[config.mk]
export PLATFORM = sky130hd
export DESIGN_NAME = io_ports
export DESIGN_NICKNAME = d
export VERILOG_FILES = /design/src/common/gpio_pkg.sv /design/src/common/port_ctl_if.sv /design/src/hdl/pin_sync.sv /design/src/hdl/port_slice.sv /design/src/hdl/io_ports.sv
export SDC_FILE = /design/constraint.sdc
export NUM_CORES = 1
export LEC_CHECK = 0
export BUFFER_PORTS_ARGS = -buffer_cell sky130_fd_sc_hd__buf_4
export CAP_MARGIN = 15
export CORE_MARGIN = 1.5
export CORE_UTILIZATION = 54
export CTS_BUF_LIST = sky130_fd_sc_hd__clkbuf_4 sky130_fd_sc_hd__clkbuf_8 sky130_fd_sc_hd__clkbuf_16
export CTS_CLUSTER_DIAMETER = 100
export DETAILED_ROUTE_END_ITERATION = 7
export MAX_ROUTING_LAYER = met4
export PLACE_DENSITY = 0.79
export SLEW_MARGIN = 40
export SYNTH_ARGS = -nofsm -noshare
export SYNTH_HDL_FRONTEND = slang
export SYNTH_SLANG_ARGS = --single-unit
[constraint.sdc]
create_clock -name clk -period 1.4 [get_ports clk]
set_input_delay 0.28 -clock clk [delete_from_list [all_inputs] [get_ports clk]]
set_output_delay 0.28 -clock clk [all_outputs]
set_load 0.1 [all_outputs]
[src/common/gpio_pkg.sv]
// constants, operation codes and register map of the parallel io port block
// Functional notes
// - port reads return pin levels, never latches
// - any reset sets every direction bit
// - first port has four bits, upper read zero
// - second port is a full eight bits
// - without third port, its address is storage
// - direction loaded only by direction op, unreadable
// - direction one tristates, zero drives latch
// - latches hold until the next port write
// - each pin direction set on its own
// - bit ops read pins, write whole latch
// - writes land at cycle end, reads sample start
// - latches unknown at power-on, kept across resets
package gpio_pkg;

   // ****************************************
   // widths
   // ****************************************
   localparam int DATA_W   = 8;
   localparam int FILE_W   = 5;
   localparam int FIRST_W  = 4;
   localparam int BIT_IDX_W = 3;
   localparam int SYNC_STAGES = 3;

   // ****************************************
   // register map
   // ****************************************
   localparam logic [FILE_W-1:0] FIRST_PORT_ADDR  = 5'h05;
   localparam logic [FILE_W-1:0] SECOND_PORT_ADDR = 5'h06;
   localparam logic [FILE_W-1:0] THIRD_PORT_ADDR  = 5'h07;

   localparam logic [DATA_W-1:0] DIR_RESET_VAL = 8'hff;
   localparam logic [DATA_W-1:0] ZERO_BYTE     = 8'h00;

   // ****************************************
   // cpu operations, one per instruction cycle
   // ****************************************
   typedef enum logic [2:0] {
      OP_NONE,
      OP_READ,
      OP_WRITE,
      OP_BIT_SET,
      OP_BIT_CLEAR,
      OP_DIR_LOAD
   } cpu_op_e;

endpackage : gpio_pkg

[src/common/port_ctl_if.sv]
// carrier between the port controller and one port slice
`timescale 1ns/1ns
interface port_ctl_if #(parameter int W = 8);
   logic         wr_en;
   logic [W-1:0] wr_data;
   logic         dir_en;
   logic [W-1:0] dir_data;
   logic [W-1:0] latch;
   logic [W-1:0] dir;

   modport ctl   (output wr_en, wr_data, dir_en, dir_data, input latch, dir);
   modport slice (input wr_en, wr_data, dir_en, dir_data, output latch, dir);
endinterface : port_ctl_if

[src/hdl/pin_sync.sv]
// three-stage pin synchroniser that accepts a bit once stages two and three agree
`timescale 1ns/1ns
module pin_sync #(
   parameter int W = 8
) (
   // clock and reset
   input  wire logic         clk,
   input  wire logic         rst_b,
   // pins in, clean levels out
   input  wire logic [W-1:0] pin_in,
   output logic [W-1:0]      pin_level
);
   import gpio_pkg::*;

   logic [W-1:0] meta_ff;
   logic [W-1:0] s2_ff;
   logic [W-1:0] s3_ff;
   logic [W-1:0] agree;

   if (W < 1) begin : g_chk
      $error("pin_sync width must be at least one");
   end

   // only s2_ff looks at meta_ff
   always_ff @(posedge clk or negedge rst_b) begin
      if (!rst_b) begin
         meta_ff <= '0;
         s2_ff   <= '0;
         s3_ff   <= '0;
      end else begin
         meta_ff <= pin_in;
         s2_ff   <= meta_ff;
         s3_ff   <= s2_ff;
      end
   end

   assign agree = ~(s2_ff ^ s3_ff);

   // a level is not latched by the port, so it counts only while still present
   always_ff @(posedge clk or negedge rst_b) begin
      if (!rst_b) begin
         pin_level <= '0;
      end else begin
         pin_level <= (s2_ff & agree) | (pin_level & ~agree);
      end
   end

endmodule : pin_sync

[src/hdl/port_slice.sv]
// output latch and direction register of one port
`timescale 1ns/1ns
module port_slice #(
   parameter int W = 8
) (
   // clock and reset
   input  wire logic clk,
   input  wire logic rst_b,
   // controller side
   port_ctl_if.slice ctl
);
   import gpio_pkg::*;

   if (W < 1 || W > DATA_W) begin : g_chk
      $error("port_slice width out of range");
   end

   // data latch has no reset: unknown at power-on, untouched by later resets
   always_ff @(posedge clk) begin
      if (ctl.wr_en) begin
         ctl.latch <= ctl.wr_data;
      end
   end

   // each bit is independent, a one disables the driver
   always_ff @(posedge clk or negedge rst_b) begin
      if (!rst_b) begin
         ctl.dir <= DIR_RESET_VAL[W-1:0];
      end else if (ctl.dir_en) begin
         ctl.dir <= ctl.dir_data;
      end
   end

endmodule : port_slice

[src/hdl/io_ports.sv]
// parallel io ports: three ports behind the cpu file access, with pin drivers
`timescale 1ns/1ns
module io_ports #(
   parameter bit HAS_THIRD_PORT = 1'b1
) (
   // clock and reset
   input  wire logic                       clk,
   input  wire logic                       rst_b,
   // cpu file access
   input  wire gpio_pkg::cpu_op_e          op,
   input  wire logic [gpio_pkg::FILE_W-1:0] file_addr,
   input  wire logic [gpio_pkg::DATA_W-1:0] w_data,
   input  wire logic [gpio_pkg::BIT_IDX_W-1:0] bit_idx,
   output logic [gpio_pkg::DATA_W-1:0]     rd_data,
   output logic                            rd_hit,
   // first port pins
   input  wire logic [gpio_pkg::FIRST_W-1:0] first_pin_in,
   output logic [gpio_pkg::FIRST_W-1:0]    first_pin_out,
   output logic [gpio_pkg::FIRST_W-1:0]    first_pin_oe_b,
   // second port pins
   input  wire logic [gpio_pkg::DATA_W-1:0] second_pin_in,
   output logic [gpio_pkg::DATA_W-1:0]     second_pin_out,
   output logic [gpio_pkg::DATA_W-1:0]     second_pin_oe_b,
   // third port pins
   input  wire logic [gpio_pkg::DATA_W-1:0] third_pin_in,
   output logic [gpio_pkg::DATA_W-1:0]     third_pin_out,
   output logic [gpio_pkg::DATA_W-1:0]     third_pin_oe_b
);
   import gpio_pkg::*;

   // ****************************************
   // decode
   // ****************************************
   logic sel_first;
   logic sel_second;
   logic sel_third;
   logic is_bit_op;
   logic is_store_op;
   logic is_dir_op;

   assign sel_first   = (file_addr == FIRST_PORT_ADDR);
   assign sel_second  = (file_addr == SECOND_PORT_ADDR);
   assign sel_third   = (file_addr == THIRD_PORT_ADDR);
   assign is_bit_op   = (op == OP_BIT_SET) || (op == OP_BIT_CLEAR);
   assign is_store_op = (op == OP_WRITE) || is_bit_op;
   assign is_dir_op   = (op == OP_DIR_LOAD);

   // ****************************************
   // pin synchronisers and port slices
   // ****************************************
   logic [FIRST_W-1:0] first_level;
   logic [DATA_W-1:0]  second_level;
   logic [DATA_W-1:0]  third_level;

   pin_sync #(.W(FIRST_W)) u_first_sync (
      .clk       (clk),
      .rst_b     (rst_b),
      .pin_in    (first_pin_in),
      .pin_level (first_level)
   );

   pin_sync #(.W(DATA_W)) u_second_sync (
      .clk       (clk),
      .rst_b     (rst_b),
      .pin_in    (second_pin_in),
      .pin_level (second_level)
   );

   pin_sync #(.W(DATA_W)) u_third_sync (
      .clk       (clk),
      .rst_b     (rst_b),
      .pin_in    (third_pin_in),
      .pin_level (third_level)
   );

   port_ctl_if #(.W(FIRST_W)) first_ctl ();
   port_ctl_if #(.W(DATA_W))  second_ctl ();
   port_ctl_if #(.W(DATA_W))  third_ctl ();

   port_slice #(.W(FIRST_W)) u_first (
      .clk   (clk),
      .rst_b (rst_b),
      .ctl   (first_ctl.slice)
   );

   port_slice #(.W(DATA_W)) u_second (
      .clk   (clk),
      .rst_b (rst_b),
      .ctl   (second_ctl.slice)
   );

   port_slice #(.W(DATA_W)) u_third (
      .clk   (clk),
      .rst_b (rst_b),
      .ctl   (third_ctl.slice)
   );

   // ****************************************
   // read source per address
   // ****************************************
   // storage variant reads back its own byte, since no pins stand behind it
   logic [DATA_W-1:0] first_view;
   logic [DATA_W-1:0] second_view;
   logic [DATA_W-1:0] third_view;

   assign first_view  = {{(DATA_W-FIRST_W){1'b0}}, first_level};
   assign second_view = second_level;
   assign third_view  = HAS_THIRD_PORT ? third_level : third_ctl.latch;

   // ****************************************
   // bit set / clear: read pins, modify, write all
   // ****************************************
   logic [DATA_W-1:0] bit_mask;
   logic [DATA_W-1:0] base_view;
   logic [DATA_W-1:0] modified;

   assign bit_mask = DATA_W'(1) << bit_idx;

   always_comb begin
      base_view = ZERO_BYTE;
      if (sel_first) begin
         base_view = first_view;
      end else if (sel_second) begin
         base_view = second_view;
      end else if (sel_third) begin
         base_view = third_view;
      end
   end

   // input pins get their current level written back into their latches
   always_comb begin
      if (op == OP_BIT_SET) begin
         modified = base_view | bit_mask;
      end else if (op == OP_BIT_CLEAR) begin
         modified = base_view & ~bit_mask;
      end else begin
         modified = w_data;
      end
   end

   // ****************************************
   // slice control
   // ****************************************
   // the store lands on the edge that ends the instruction cycle
   assign first_ctl.wr_en    = is_store_op && sel_first;
   assign first_ctl.wr_data  = modified[FIRST_W-1:0];
   assign second_ctl.wr_en   = is_store_op && sel_second;
   assign second_ctl.wr_data = modified;
   assign third_ctl.wr_en    = is_store_op && sel_third;
   assign third_ctl.wr_data  = modified;

   // direction is only reachable through the direction-load operation
   assign first_ctl.dir_en    = is_dir_op && sel_first;
   assign first_ctl.dir_data  = w_data[FIRST_W-1:0];
   assign second_ctl.dir_en   = is_dir_op && sel_second;
   assign second_ctl.dir_data = w_data;
   assign third_ctl.dir_en    = is_dir_op && sel_third && HAS_THIRD_PORT;
   assign third_ctl.dir_data  = w_data;

   // ****************************************
   // read answer
   // ****************************************
   // pins are sampled at the start of the cycle; direction is never readable
   always_ff @(posedge clk or negedge rst_b) begin
      if (!rst_b) begin
         rd_data <= ZERO_BYTE;
         rd_hit  <= 1'b0;
      end else if (op == OP_READ) begin
         rd_hit <= sel_first || sel_second || sel_third;
         if (sel_first) begin
            rd_data <= first_view;
         end else if (sel_second) begin
            rd_data <= second_view;
         end else if (sel_third) begin
            rd_data <= third_view;
         end else begin
            rd_data <= ZERO_BYTE;
         end
      end else begin
         rd_hit <= 1'b0;
      end
   end

   // ****************************************
   // pin drivers
   // ****************************************
   // a driven pin is never reported as its latch, only as what the pad sees
   assign first_pin_out   = first_ctl.latch;
   assign first_pin_oe_b  = first_ctl.dir;
   assign second_pin_out  = second_ctl.latch;
   assign second_pin_oe_b = second_ctl.dir;
   assign third_pin_out   = HAS_THIRD_PORT ? third_ctl.latch : ZERO_BYTE;
   assign third_pin_oe_b  = HAS_THIRD_PORT ? third_ctl.dir : DIR_RESET_VAL;

   logic dir_loaded_ff;

   always_ff @(posedge clk or negedge rst_b) begin
      if (!rst_b) begin
         dir_loaded_ff <= 1'b0;
      end else if (is_dir_op) begin
         dir_loaded_ff <= 1'b1;
      end
   end

   if (!HAS_THIRD_PORT) begin : g_store_chk

   end
endmodule : io_ports

---- After elaboration in Yosys (flattened, before gate mapping) ----
Cells that the tools add are included.
word-level totals
  register bits after elaboration ......... 129
  output and inout port bits .............. 49
  word-level logic and storage cells ...... 66
operators by class
  equality and inequality tests ........... 8
  shift operators ......................... 1
  multiplexer cells ....................... 6
  bitwise operators ....................... 21
  reduce and logical (&&, ||, !) cells .... 10
operators by type and width
  cell                                                 count
  AND 8 bit                                            5
  two-way mux 8 bit                                    5
  inverter 8 bit                                       5
  OR 8 bit                                             3
  bitwise XOR 8 bit                                    2
  equality test 5 x 3 -> 1 bit, second input constant  3
  AND 4 bit                                            2
  inverter 4 bit                                       2
  left shift 1 x 3 -> 8 bit, first input constant      1
  equality test 3 x 2 -> 1 bit, second input constant  2
  equality test 3 bit, second input constant           2
  logical AND 1 bit                                    6
  logical OR 1 bit                                     4
  OR 4 bit                                             1
  bitwise XOR 4 bit                                    1
  equality test 3 x 1 -> 1 bit, second input constant  1
  two-way mux 1 bit                                    1

---- Longest topological paths before layout ----
Gate-level depths: netlist of the first run.
  depth in word-level cells ............... 7
  gate-level depth with buffers ........... 5

---- Hierarchy ----
A second synthesis of the first run with hierarchy kept.
unflattened totals
  cells, all modules ...................... 273
  area total of the unflattened synthesis .. 4580.6 um^2
by module, submodules not included
  module                        times used  cells each  area each (um^2)  seq. area each (um^2)
  pin_sync (u_second_sync ...)  2           40          890.9             800.8
  port_slice (u_second ...)     2           25          581.8             450.4
  io_ports                      1           111         919.6             225.2
  pin_sync (u_first_sync)       1           20          445.4             400.4
  port_slice (u_first)          1           12          270.3             225.2

---- Worst setup path before layout of the first run ----
Ideal clock, no wire load.
  kind .................................... input to register
  start ................................... input port file_addr[4] in the netlist's numbering
  end ..................................... register u_first.ctl.latch[0] (enable)
  setup time .............................. 377 ps
  arrival time ............................ 1400 ps
  required time ........................... 1023 ps
  path slack .............................. -377 ps
  stages on the path ...................... 3
  path buffers ............................ 1
  cell sequence ........................... or3b_4 > clkbuf_1 > nor4_1
between the ends
  cells in the longest elaborated chain, start to end .. 2
RTL lines
  element                       RTL line           source
  start, declared               io_ports.sv:11     input wire logic [gpio_pkg::FILE_W-1:0] file_addr,
  equality test 5 x 3 -> 1 bit  io_ports.sv:41     assign sel_first = (file_addr == FIRST_PORT_ADDR);
  logical AND 1 bit             io_ports.sv:145    assign first_ctl.wr_en = is_store_op && sel_first;
  via first_ctl.wr_en           port_ctl_if.sv:4   logic wr_en;
  end signal, assigned          port_slice.sv:21   ctl.latch <= ctl.wr_data;
  end, declared                 port_ctl_if.sv:12  modport slice (input wr_en, wr_data, dir_en, dir_data, output latch, dir);
The timed path passes the listed nets, and every way through them passes these cells.
A chain may end at the register's enable or synchronous reset.

---- Worst setup path in the final report of the first run ----
  start ................................... register u_second.ctl.dir[3]
  end ..................................... output port second_pin_oe_b[3] in the netlist's numbering
RTL lines
  element                 RTL line           source
  start, declared         port_ctl_if.sv:12
  start signal, assigned  port_slice.sv:28   ctl.dir <= DIR_RESET_VAL[W-1:0];
  start signal, assigned  port_slice.sv:30   ctl.dir <= ctl.dir_data;
  end, declared           io_ports.sv:23     output logic [gpio_pkg::DATA_W-1:0] second_pin_oe_b,
No word-level cell between the ends.

==> flow_summary.ini, run 1 <==
[setup_path]
critPathKind = flip-flop to output port
r2r_slack_ns = -0.03
crit_chain = buf_12
required_ns = 1.12
crit_cells = 1
cpPeakStageDelay_ns = 0.57
critPathMaxFanout = 2
r2r_cells = 3
worst_setup_path_start_kind = flip-flop
path_buf_inv = 1
critPathTopFamily = flip-flops
rr_endpoint = u_third.ctl.latch[3]
cp-end-kind = output port
cp_data_arrival_time_ns = 1.27
slowest_stage = dfstp_2

[power_and_ir_drop]
sequentialPowerShare = 0.418
p_int_mw = 7.45
p_sw_mw = 2.67
ir_drop_uv = 938
p_comb_frac = 0.143
power.density_nw_per_um2 = 1460
sw_frac_of_total = 0.264
clkPwrFrac = 0.439
finalPower_mw = 10.1
p_leak_nw = 3.03

[yosys]
ys_top_cells_by_area = dfrtp_1, edfxtp_1, dfstp_2
yosysMostFrequentCell = dfrtp_1
synthFlopType = dfrtp_1
synth_seq_cells = 129
synth-xor-area-share = 0
yosysTopAreaCell = dfrtp_1
ys_top_cells_by_count = dfrtp_1, dfstp_2, edfxtp_1, maj3_1, mux2_2
synthMuxAreaShare = 0.0756
async_reset_ff_frac = 0.845
yosysWarnings = 0
synth_top_family_by_area = multiplexers
postSynthAreaPerCell_sq_um = 16.6
postSynthNetCount = 312
synth_fa_ha_area_frac = 0.0445
yosysUniqueCellTypes = 39
synth_top_area_frac = 0.495
yosysSeqAreaShare = 0.745
synthSimpleGateAreaFrac = 0.0600
synth-edff-count = 20
synth-compound-area-share = 0.0586
synth_area_sq_um = 4500
synth_cells = 271

[clock_network]
cts-buffers-inserted = 17
clkTransAtPathRegs_ns = 0.06
cts_max_path_buffers = 2
clock_sinks = 129
tritoncts = built
insertion_delay_ns = 0.52
cts-root-buf = clkbuf_8
htreeDepth = 4

[min_path]
worstHoldEndpoint = u_second.ctl.dir[0]
holdCritStartpoint = w_data[0]
holdPathStages = 2
hp-class = primary input to flip-flop

[routing]
drtIter0Drc = 347
firstDrtPassIters = 5
ant_nets = 0
drc = 0
routed_wl_mm = 12.6
viasPerCell = 5.67
wl_per_cell_um = 23.1
vias = 3086

[run_status]
status = finished with violations
violations = negative setup slack

[floorplan]
initial_utilization = 0.553
die_h_um = 94.3
core_area_sq_um = 8130
ios = 90
num_rows = 33
die_x_um = 94.3
dieArea_sq_um = 8890

[grt]
grt_pass1_vias = 3261
antenna_found_initial = 0
grt_pass1_wl_mm = 17.5
grt-ovfl-total = 0
gr-usage-all-layers = 0.287
grt_max_degree = 32

[finish]
drive_gt1_frac = 0.506
syn2layout_area_growth_pct = 54.2
fin_util = 0.853
nets = 467
antenna_cells = 0

[placement]
place_hpwl_mm = 6.09
gp_congestion = 0.819
port_buffers = 89

[timing]
whs_ns = 0.0436
min_period_ns = 1.55
slew_headroom = 0.607
setup-violations-final = 42
drv_slew = 0
fmax_ghz = 0.646
hold_viol = 0
worst_slack_ns = -0.149
period_share = 1.11
skew_ns = 0.0106
worst_slew_pin_slew_ns = 0.589
rsz0062_at_grt = true
setup_tns_ns = -3.04

[flow_run]
maxCapViolCount = 0
power by group through the flow:
stage,Sequential (mW),Combinational (mW),Clock [mW]
detailed placement,4.24,1.12,0
global placement,4.23,1.10,0
floorplan,4.69,0.278,0
global route,4.25,1.50,4.65
finish,4.23,1.44,4.44
CTS,4.22,1.36,4.40
cell usage in the layout (no fill, tap or decap), drive strengths merged, types with 2 or more instances in the layout:
cell type | netlist | layout
nand3b | 4 | 4
clkinvlp | 0 | 2
nor3b | 3 | 3
nor2 | 3 | 3
nor4 | 3 | 3
dfstp | 20 | 20
o22a | 7 | 7
or4 | 2 | 2
and3 | 3 | 3
nor3 | 2 | 2
mux2i | 4 | 4
and3b | 2 | 2
nand2 | 8 | 8
edfxtp | 20 | 20
a2111oi | 8 | 8
or3b | 4 | 4
clkinv | 0 | 5
o21ai | 5 | 5
dfrtp | 89 | 89
mux2 | 24 | 24
dlygate4sd3 | 0 | 21
buf | 3 | 129
a21o | 4 | 4
bufinv | 0 | 3
clkbuf | 11 | 19
inv | 3 | 6
a21oi | 11 | 11
maj3 | 20 | 20
layer usage:
layer	vias to the layer above	global-route usage	routed length, um
met3	55	0.0672	776
li1	1291	-	-
met2	200	0.499	6690
met4	0	0.123	636
met1	1540	0.313	4480
met5	-	-	0
area by class of cell:
class	instances	area (sq um)
Clock buffer	19	435
Clock inverter	13	159
Fill cell	329	1190
Inverter	3	11.3
Multi-Input combinational cell	125	1170
Sequential cell	129	3350
Tap cell	105	131
Timing Repair Buffer	150	1680
cell families after synthesis:
logic type                 after synthesis
buffers and inverters                   17
AOI/OAI and AO/OA                       38
and+or+nand+nor                         39
adders and majority gates               20
DFF                                    129
muxes                                   28
stage by stage:
stage / cell area, sq um / std cells / setup WS (ns)
finish: 6940 / 544 / -0.149
floorplan: 4590 / 271 / -0.302
global route: 6940 / 544 / -0.182
global placement: 5560 / 477 / -0.398
detailed placement: 5560 / 477 / -0.427
CTS: 6870 / 539 / -0.158
worst max path at each step:
| stage | from | endpoint | slack [ns] |
|---|---|---|---|
| floorplan | file_addr[4] | u_third.ctl.dir[0] | -0.30 |
| detailed placement | file_addr[4] | u_third.ctl.dir[7] | -0.43 |
| global placement | file_addr[4] | u_second.ctl.dir[0] | -0.40 |
| CTS | u_second.ctl.dir[4] | second_pin_oe_b[4] | -0.16 |
| finish | u_second.ctl.dir[3] | second_pin_oe_b[3] | -0.15 |
| global route | u_second.ctl.dir[3] | second_pin_oe_b[3] | -0.18 |
repair_timing:
action | CTS | global route
pin swaps | 0 | 2
endpoints found under the setup margin | 55 | 57
resized for setup | 108 | 6
setup buffers | 9 | 5
hold buffers | 21 | 0
endpoints found under the hold margin | 109 | 0
Power figures use the tool's default switching activity.
==> run 2: changes to the inputs <==
--- a/config.mk
+++ b/config.mk
@@ -14,7 +14,7 @@
 export DETAILED_ROUTE_END_ITERATION = 7
 export MAX_ROUTING_LAYER = met4
 export PLACE_DENSITY = 0.79
-export SLEW_MARGIN = 40
+export REMOVE_ABC_BUFFERS = 1
 export SYNTH_ARGS = -nofsm -noshare
 export SYNTH_HDL_FRONTEND = slang
 export SYNTH_SLANG_ARGS = --single-unit
==> flow_summary.ini, run 2 (synthesis gave the netlist of run 1 again) <==
[finish]
drive_gt1_frac = 0.497
final_cell_mix = dfrtp_1, buf_4, buf_12
nets = 469
fill_cells = 353
stdcell_area_sq_um = 6830
fin_util = 0.840
antenna_cells = 0
layout_commonest_cell = dfrtp_1
syn2layout_area_growth_pct = 51.8

[setup_path]
cp-end-kind = output port
r2r_cells = 3
required_ns = 1.12
r2r_slack_ns = 0.03
critPathMaxFanout = 2
critPathTopFamily = flip-flops
path_buf_inv = 1
crit_chain = buf_12
cp_data_arrival_time_ns = 1.29
cpPeakStageDelay_ns = 0.58
slowest_stage = dfstp_2
rr_endpoint = u_second.ctl.latch[5]
critPathKind = flip-flop to output port
worst_setup_path_start_kind = flip-flop

[routing]
drtIter0Drc = 258
routed_wl_mm = 11.5
firstDrtPassIters = 6
drc = 0
ant_nets = 0
vias = 3137
wl_per_cell_um = 21.0
viasPerCell = 5.75

[grt]
grt_max_degree = 45
grt_pass1_wl_mm = 17.6
antenna_found_initial = 0
grt_pass1_vias = 3170
grt-ovfl-total = 0
gr-usage-all-layers = 0.292

[clock_network]
tritoncts = built
clkTransAtPathRegs_ns = 0.06
cts-root-buf = clkbuf_8
cts_max_path_buffers = 2
clock_sinks = 129
htreeDepth = 4
cts-buffers-inserted = 17
insertion_delay_ns = 0.52

[floorplan]
core_area_sq_um = 8130
die_x_um = 94.3
num_rows = 33
initial_utilization = 0.553
dieArea_sq_um = 8890
die_h_um = 94.3
ios = 90

[power_and_ir_drop]
power.density_nw_per_um2 = 1440
p_leak_nw = 3.00
ir_drop_uv = 1300
finalPower_mw = 9.81

[min_path]
holdCritStartpoint = w_data[1]
hp-class = primary input to flip-flop
worstHoldEndpoint = u_third.ctl.dir[1]
holdPathStages = 2

[placement]
place_hpwl_mm = 5.98
gp_congestion = 0.796
port_buffers = 89
placed_area_sq_um = 5510

[timing]
rsz0062_at_grt = true
worst_slew_pin_slew_ns = 0.550
fmax_ghz = 0.635
whs_ns = 0.0233
skew_ns = 0.00789
slew_headroom = 0.624
drv_slew = 0
setup-violations-final = 33
worst_slack_ns = -0.174
min_period_ns = 1.57
hold_viol = 0
period_share = 1.12

[run_status]
violations = negative setup slack
status = finished with violations

[flow_run]
maxCapViolCount = 0
[run 2: through the flow]
| step | setup TNS [ns] | std cells | worst slack [ns] |
|---|---|---|---|
| after floorplan | -19.81 | 257 | -0.601 |
| after global placement | -20.41 | 482 | -0.431 |
| after detailed placement | -21.71 | 482 | -0.512 |
| after CTS | -3.16 | 543 | -0.159 |
| after global routing | -4.26 | 546 | -0.200 |
| final | -3.07 | 546 | -0.174 |
[run 2: worst max-delay path by stage]
stage | startpoint | end | cells after the start
floorplan | op[0] | u_second.ctl.latch[0] | 3
global placement | file_addr[4] | u_third.ctl.dir[1] | 4
detailed placement | file_addr[4] | u_third.ctl.latch[1] | 5
CTS | u_third.ctl.dir[7] | third_pin_oe_b[7] | 1
global route | u_third.ctl.dir[7] | third_pin_oe_b[7] | 1
finish | u_third.ctl.dir[7] | third_pin_oe_b[7] | 1
[run 2: final cells by class]
type                    count  area (sq um)  area share
flip-flops and latches    129          3350       0.491
repair buffers            152          1660       0.244
multi-input cells         125          1100       0.161
clock buffers              20           467      0.0683
well taps                 105           131      0.0192
clock inverters            12           105      0.0154
inverters                   3          11.3     0.00165
[run 2: where the power goes]
group / switching (mW) / internal [mW]
sequential: 0.160 / 4.07
combinational: 0.809 / 0.574
clock: 1.65 / 2.55
total: 2.62 / 7.20
[run 2: timing repair]
| action | CTS | global route |
|---|---|---|
| setup buffers | 8 | 3 |
| endpoints found under the setup margin | 52 | 77 |
| gates resized for setup | 107 | 8 |
| pin swaps | 0 | 5 |
| hold buffers | 21 | 0 |
| hold endpoints to repair | 109 | 0 |
[run 2: layer usage]
metal  GRT usage  vias to the layer above  routed length, um  part of all wire
li1            -                     1298                  -                 -
met1       0.331                     1551               4070              0.35
met2       0.487                      226               5940              0.52
met3      0.0858                       62                983             0.086
met4       0.117                        0                488             0.043
met5           -                        -                  0                 0
==> run 3: changes to the inputs <==
--- a/config.mk
+++ b/config.mk
@@ -11,7 +11,9 @@
 export CORE_UTILIZATION = 54
 export CTS_BUF_LIST = sky130_fd_sc_hd__clkbuf_4 sky130_fd_sc_hd__clkbuf_8 sky130_fd_sc_hd__clkbuf_16
 export CTS_CLUSTER_DIAMETER = 100
+export CTS_CLUSTER_SIZE = 12
 export DETAILED_ROUTE_END_ITERATION = 7
+export GPL_TIMING_DRIVEN = 0
 export MAX_ROUTING_LAYER = met4
 export PLACE_DENSITY = 0.79
 export REMOVE_ABC_BUFFERS = 1
==> flow_summary.ini, run 3 (synthesis gave the netlist of run 1 again) <==
[run_status]
status = finished with violations
violations = negative setup slack

[timing]
worst_slack_ns = -0.152
period_share = 1.11
min_period_ns = 1.55
hold_viol = 0
setup-violations-final = 36
rsz0062_at_grt = true
fmax_ghz = 0.645
drv_slew = 0
slew_headroom = 0.549
worst_slew_pin_slew_ns = 0.677
skew_ns = 0.00750

[power_and_ir_drop]
sw_frac_of_total = 0.263
p_int_mw = 7.13
ir_drop_uv = 954
p_leak_nw = 2.90
clkPwrFrac = 0.423
power.density_nw_per_um2 = 1450
p_comb_frac = 0.140
sequentialPowerShare = 0.437
p_sw_mw = 2.55
finalPower_mw = 9.68

[setup_path]
cpPeakStageDelay_ns = 0.58
crit_chain = buf_12
cp-end-kind = output port
worst_setup_path_start_kind = flip-flop
path_buf_inv = 1
critPathMaxFanout = 2
critPathKind = flip-flop to output port
cp_data_arrival_time_ns = 1.27
required_ns = 1.12
slowest_stage = dfstp_2
critPathTopFamily = flip-flops

[finish]
fill_cells = 380
drive_gt1_frac = 0.482
antenna_cells = 0
syn2layout_area_growth_pct = 48.5
nets = 447
finalNonFillerCells = 524
final_cell_mix = dfrtp_1, buf_4, buf_12
layout_commonest_cell = dfrtp_1

[floorplan]
core_area_sq_um = 8130
initial_utilization = 0.553
die_h_um = 94.3
num_rows = 33
dieArea_sq_um = 8890
ios = 90
die_x_um = 94.3

[routing]
viasPerCell = 5.72
drc = 0
drtIter0Drc = 220
ant_nets = 0
vias = 2998
firstDrtPassIters = 5
routed_wl_mm = 11.6
wl_per_cell_um = 22.2

[clock_network]
cts_max_path_buffers = 2
cts-buffers-inserted = 17
cts-root-buf = clkbuf_8
clock_sinks = 129
clkTransAtPathRegs_ns = 0.06
insertion_delay_ns = 0.51
htreeDepth = 4
tritoncts = built

[placement]
pre_cts_slack_ns = -1.21
dp.cells = 453
place_hpwl_mm = 5.46
port_buffers = 89
gp_congestion = 0.810

[grt]
gr-usage-all-layers = 0.261
grt-ovfl-total = 0
antenna_found_initial = 0
grt_pass1_wl_mm = 16.2
grt_max_degree = 79
grt_pass1_vias = 2934

[min_path]
hp-class = primary input to flip-flop

[flow_run]
maxCapViolCount = 0
run 3: power groups by stage:
stage          combinational, mW  sequential [mW]  clock, mW
2_1_floorplan              0.225             4.69          0
3_3_place_gp                1.02             4.22          0
3_5_place_dp                1.05             4.24          0
4_1_cts                     1.28             4.22       4.06
5_1_grt                     1.41             4.25       4.27
6_report                    1.36             4.23       4.09
run 3: path summary, 6_finish.rpt:
check                                   startpoint                  endpoint  slack (ns)  cells past startpoint
max in group asynchronous                    rst_b        u_first.ctl.dir[1]        0.40                      3
setup reg to reg                         flip-flop     u_second.ctl.latch[2]       -0.02                      3
setup / recovery               u_second.ctl.dir[1]        second_pin_oe_b[1]       -0.15                      1
hold reg to reg            u_third_sync.meta_ff[3]     u_third_sync.s2_ff[3]        0.35                      0
min in group asynchronous                    rst_b  u_second_sync.meta_ff[7]        0.26                      2
hold / removal                           w_data[3]        u_third.ctl.dir[3]        0.05                      2
run 3: per-layer routing:
layer	up-vias	part of all wire	GRT usage	wire [um]
li1	1262	-	-	-
met3	49	0.065	0.0591	754
met4	0	0.042	0.129	492
met5	-	0	-	0
met2	186	0.52	0.428	6100
met1	1501	0.37	0.304	4290
run 3: final cells by class:
type / instances / area, sq um / share of cell area
timing repair buffer: 130 / 1480 / 0.221
tap: 105 / 131 / 0.0196
sequential: 129 / 3350 / 0.501
inverter: 3 / 11.3 / 0.00168
clock inverter: 9 / 83.8 / 0.0125
multi-input combinational: 125 / 1160 / 0.173
clock buffer: 23 / 472 / 0.0705
run 3: repair_timing:
action | in CTS | in global routing
setup buffers | 12 | 6
pin swaps | 5 | 3
hold buffers | 21 | 0
resized for setup | 95 | 32
endpoints found under the hold margin | 51 | 0
endpoints found under the setup margin | 86 | 98
run 3: through the flow:
stage	utilization	hold WS [ns]	TNS (ns)	cell area, sq um
6_report	0.822	0.0460	-2.82	6690
3_3_place_gp	0.644	0.331	-54.40	5240
5_1_grt	0.822	0.0326	-4.20	6690
3_5_place_dp	0.648	0.244	-48.90	5270
2_1_floorplan	-	-0.0156	-19.81	4440
4_1_cts	0.802	0.0280	-2.60	6520
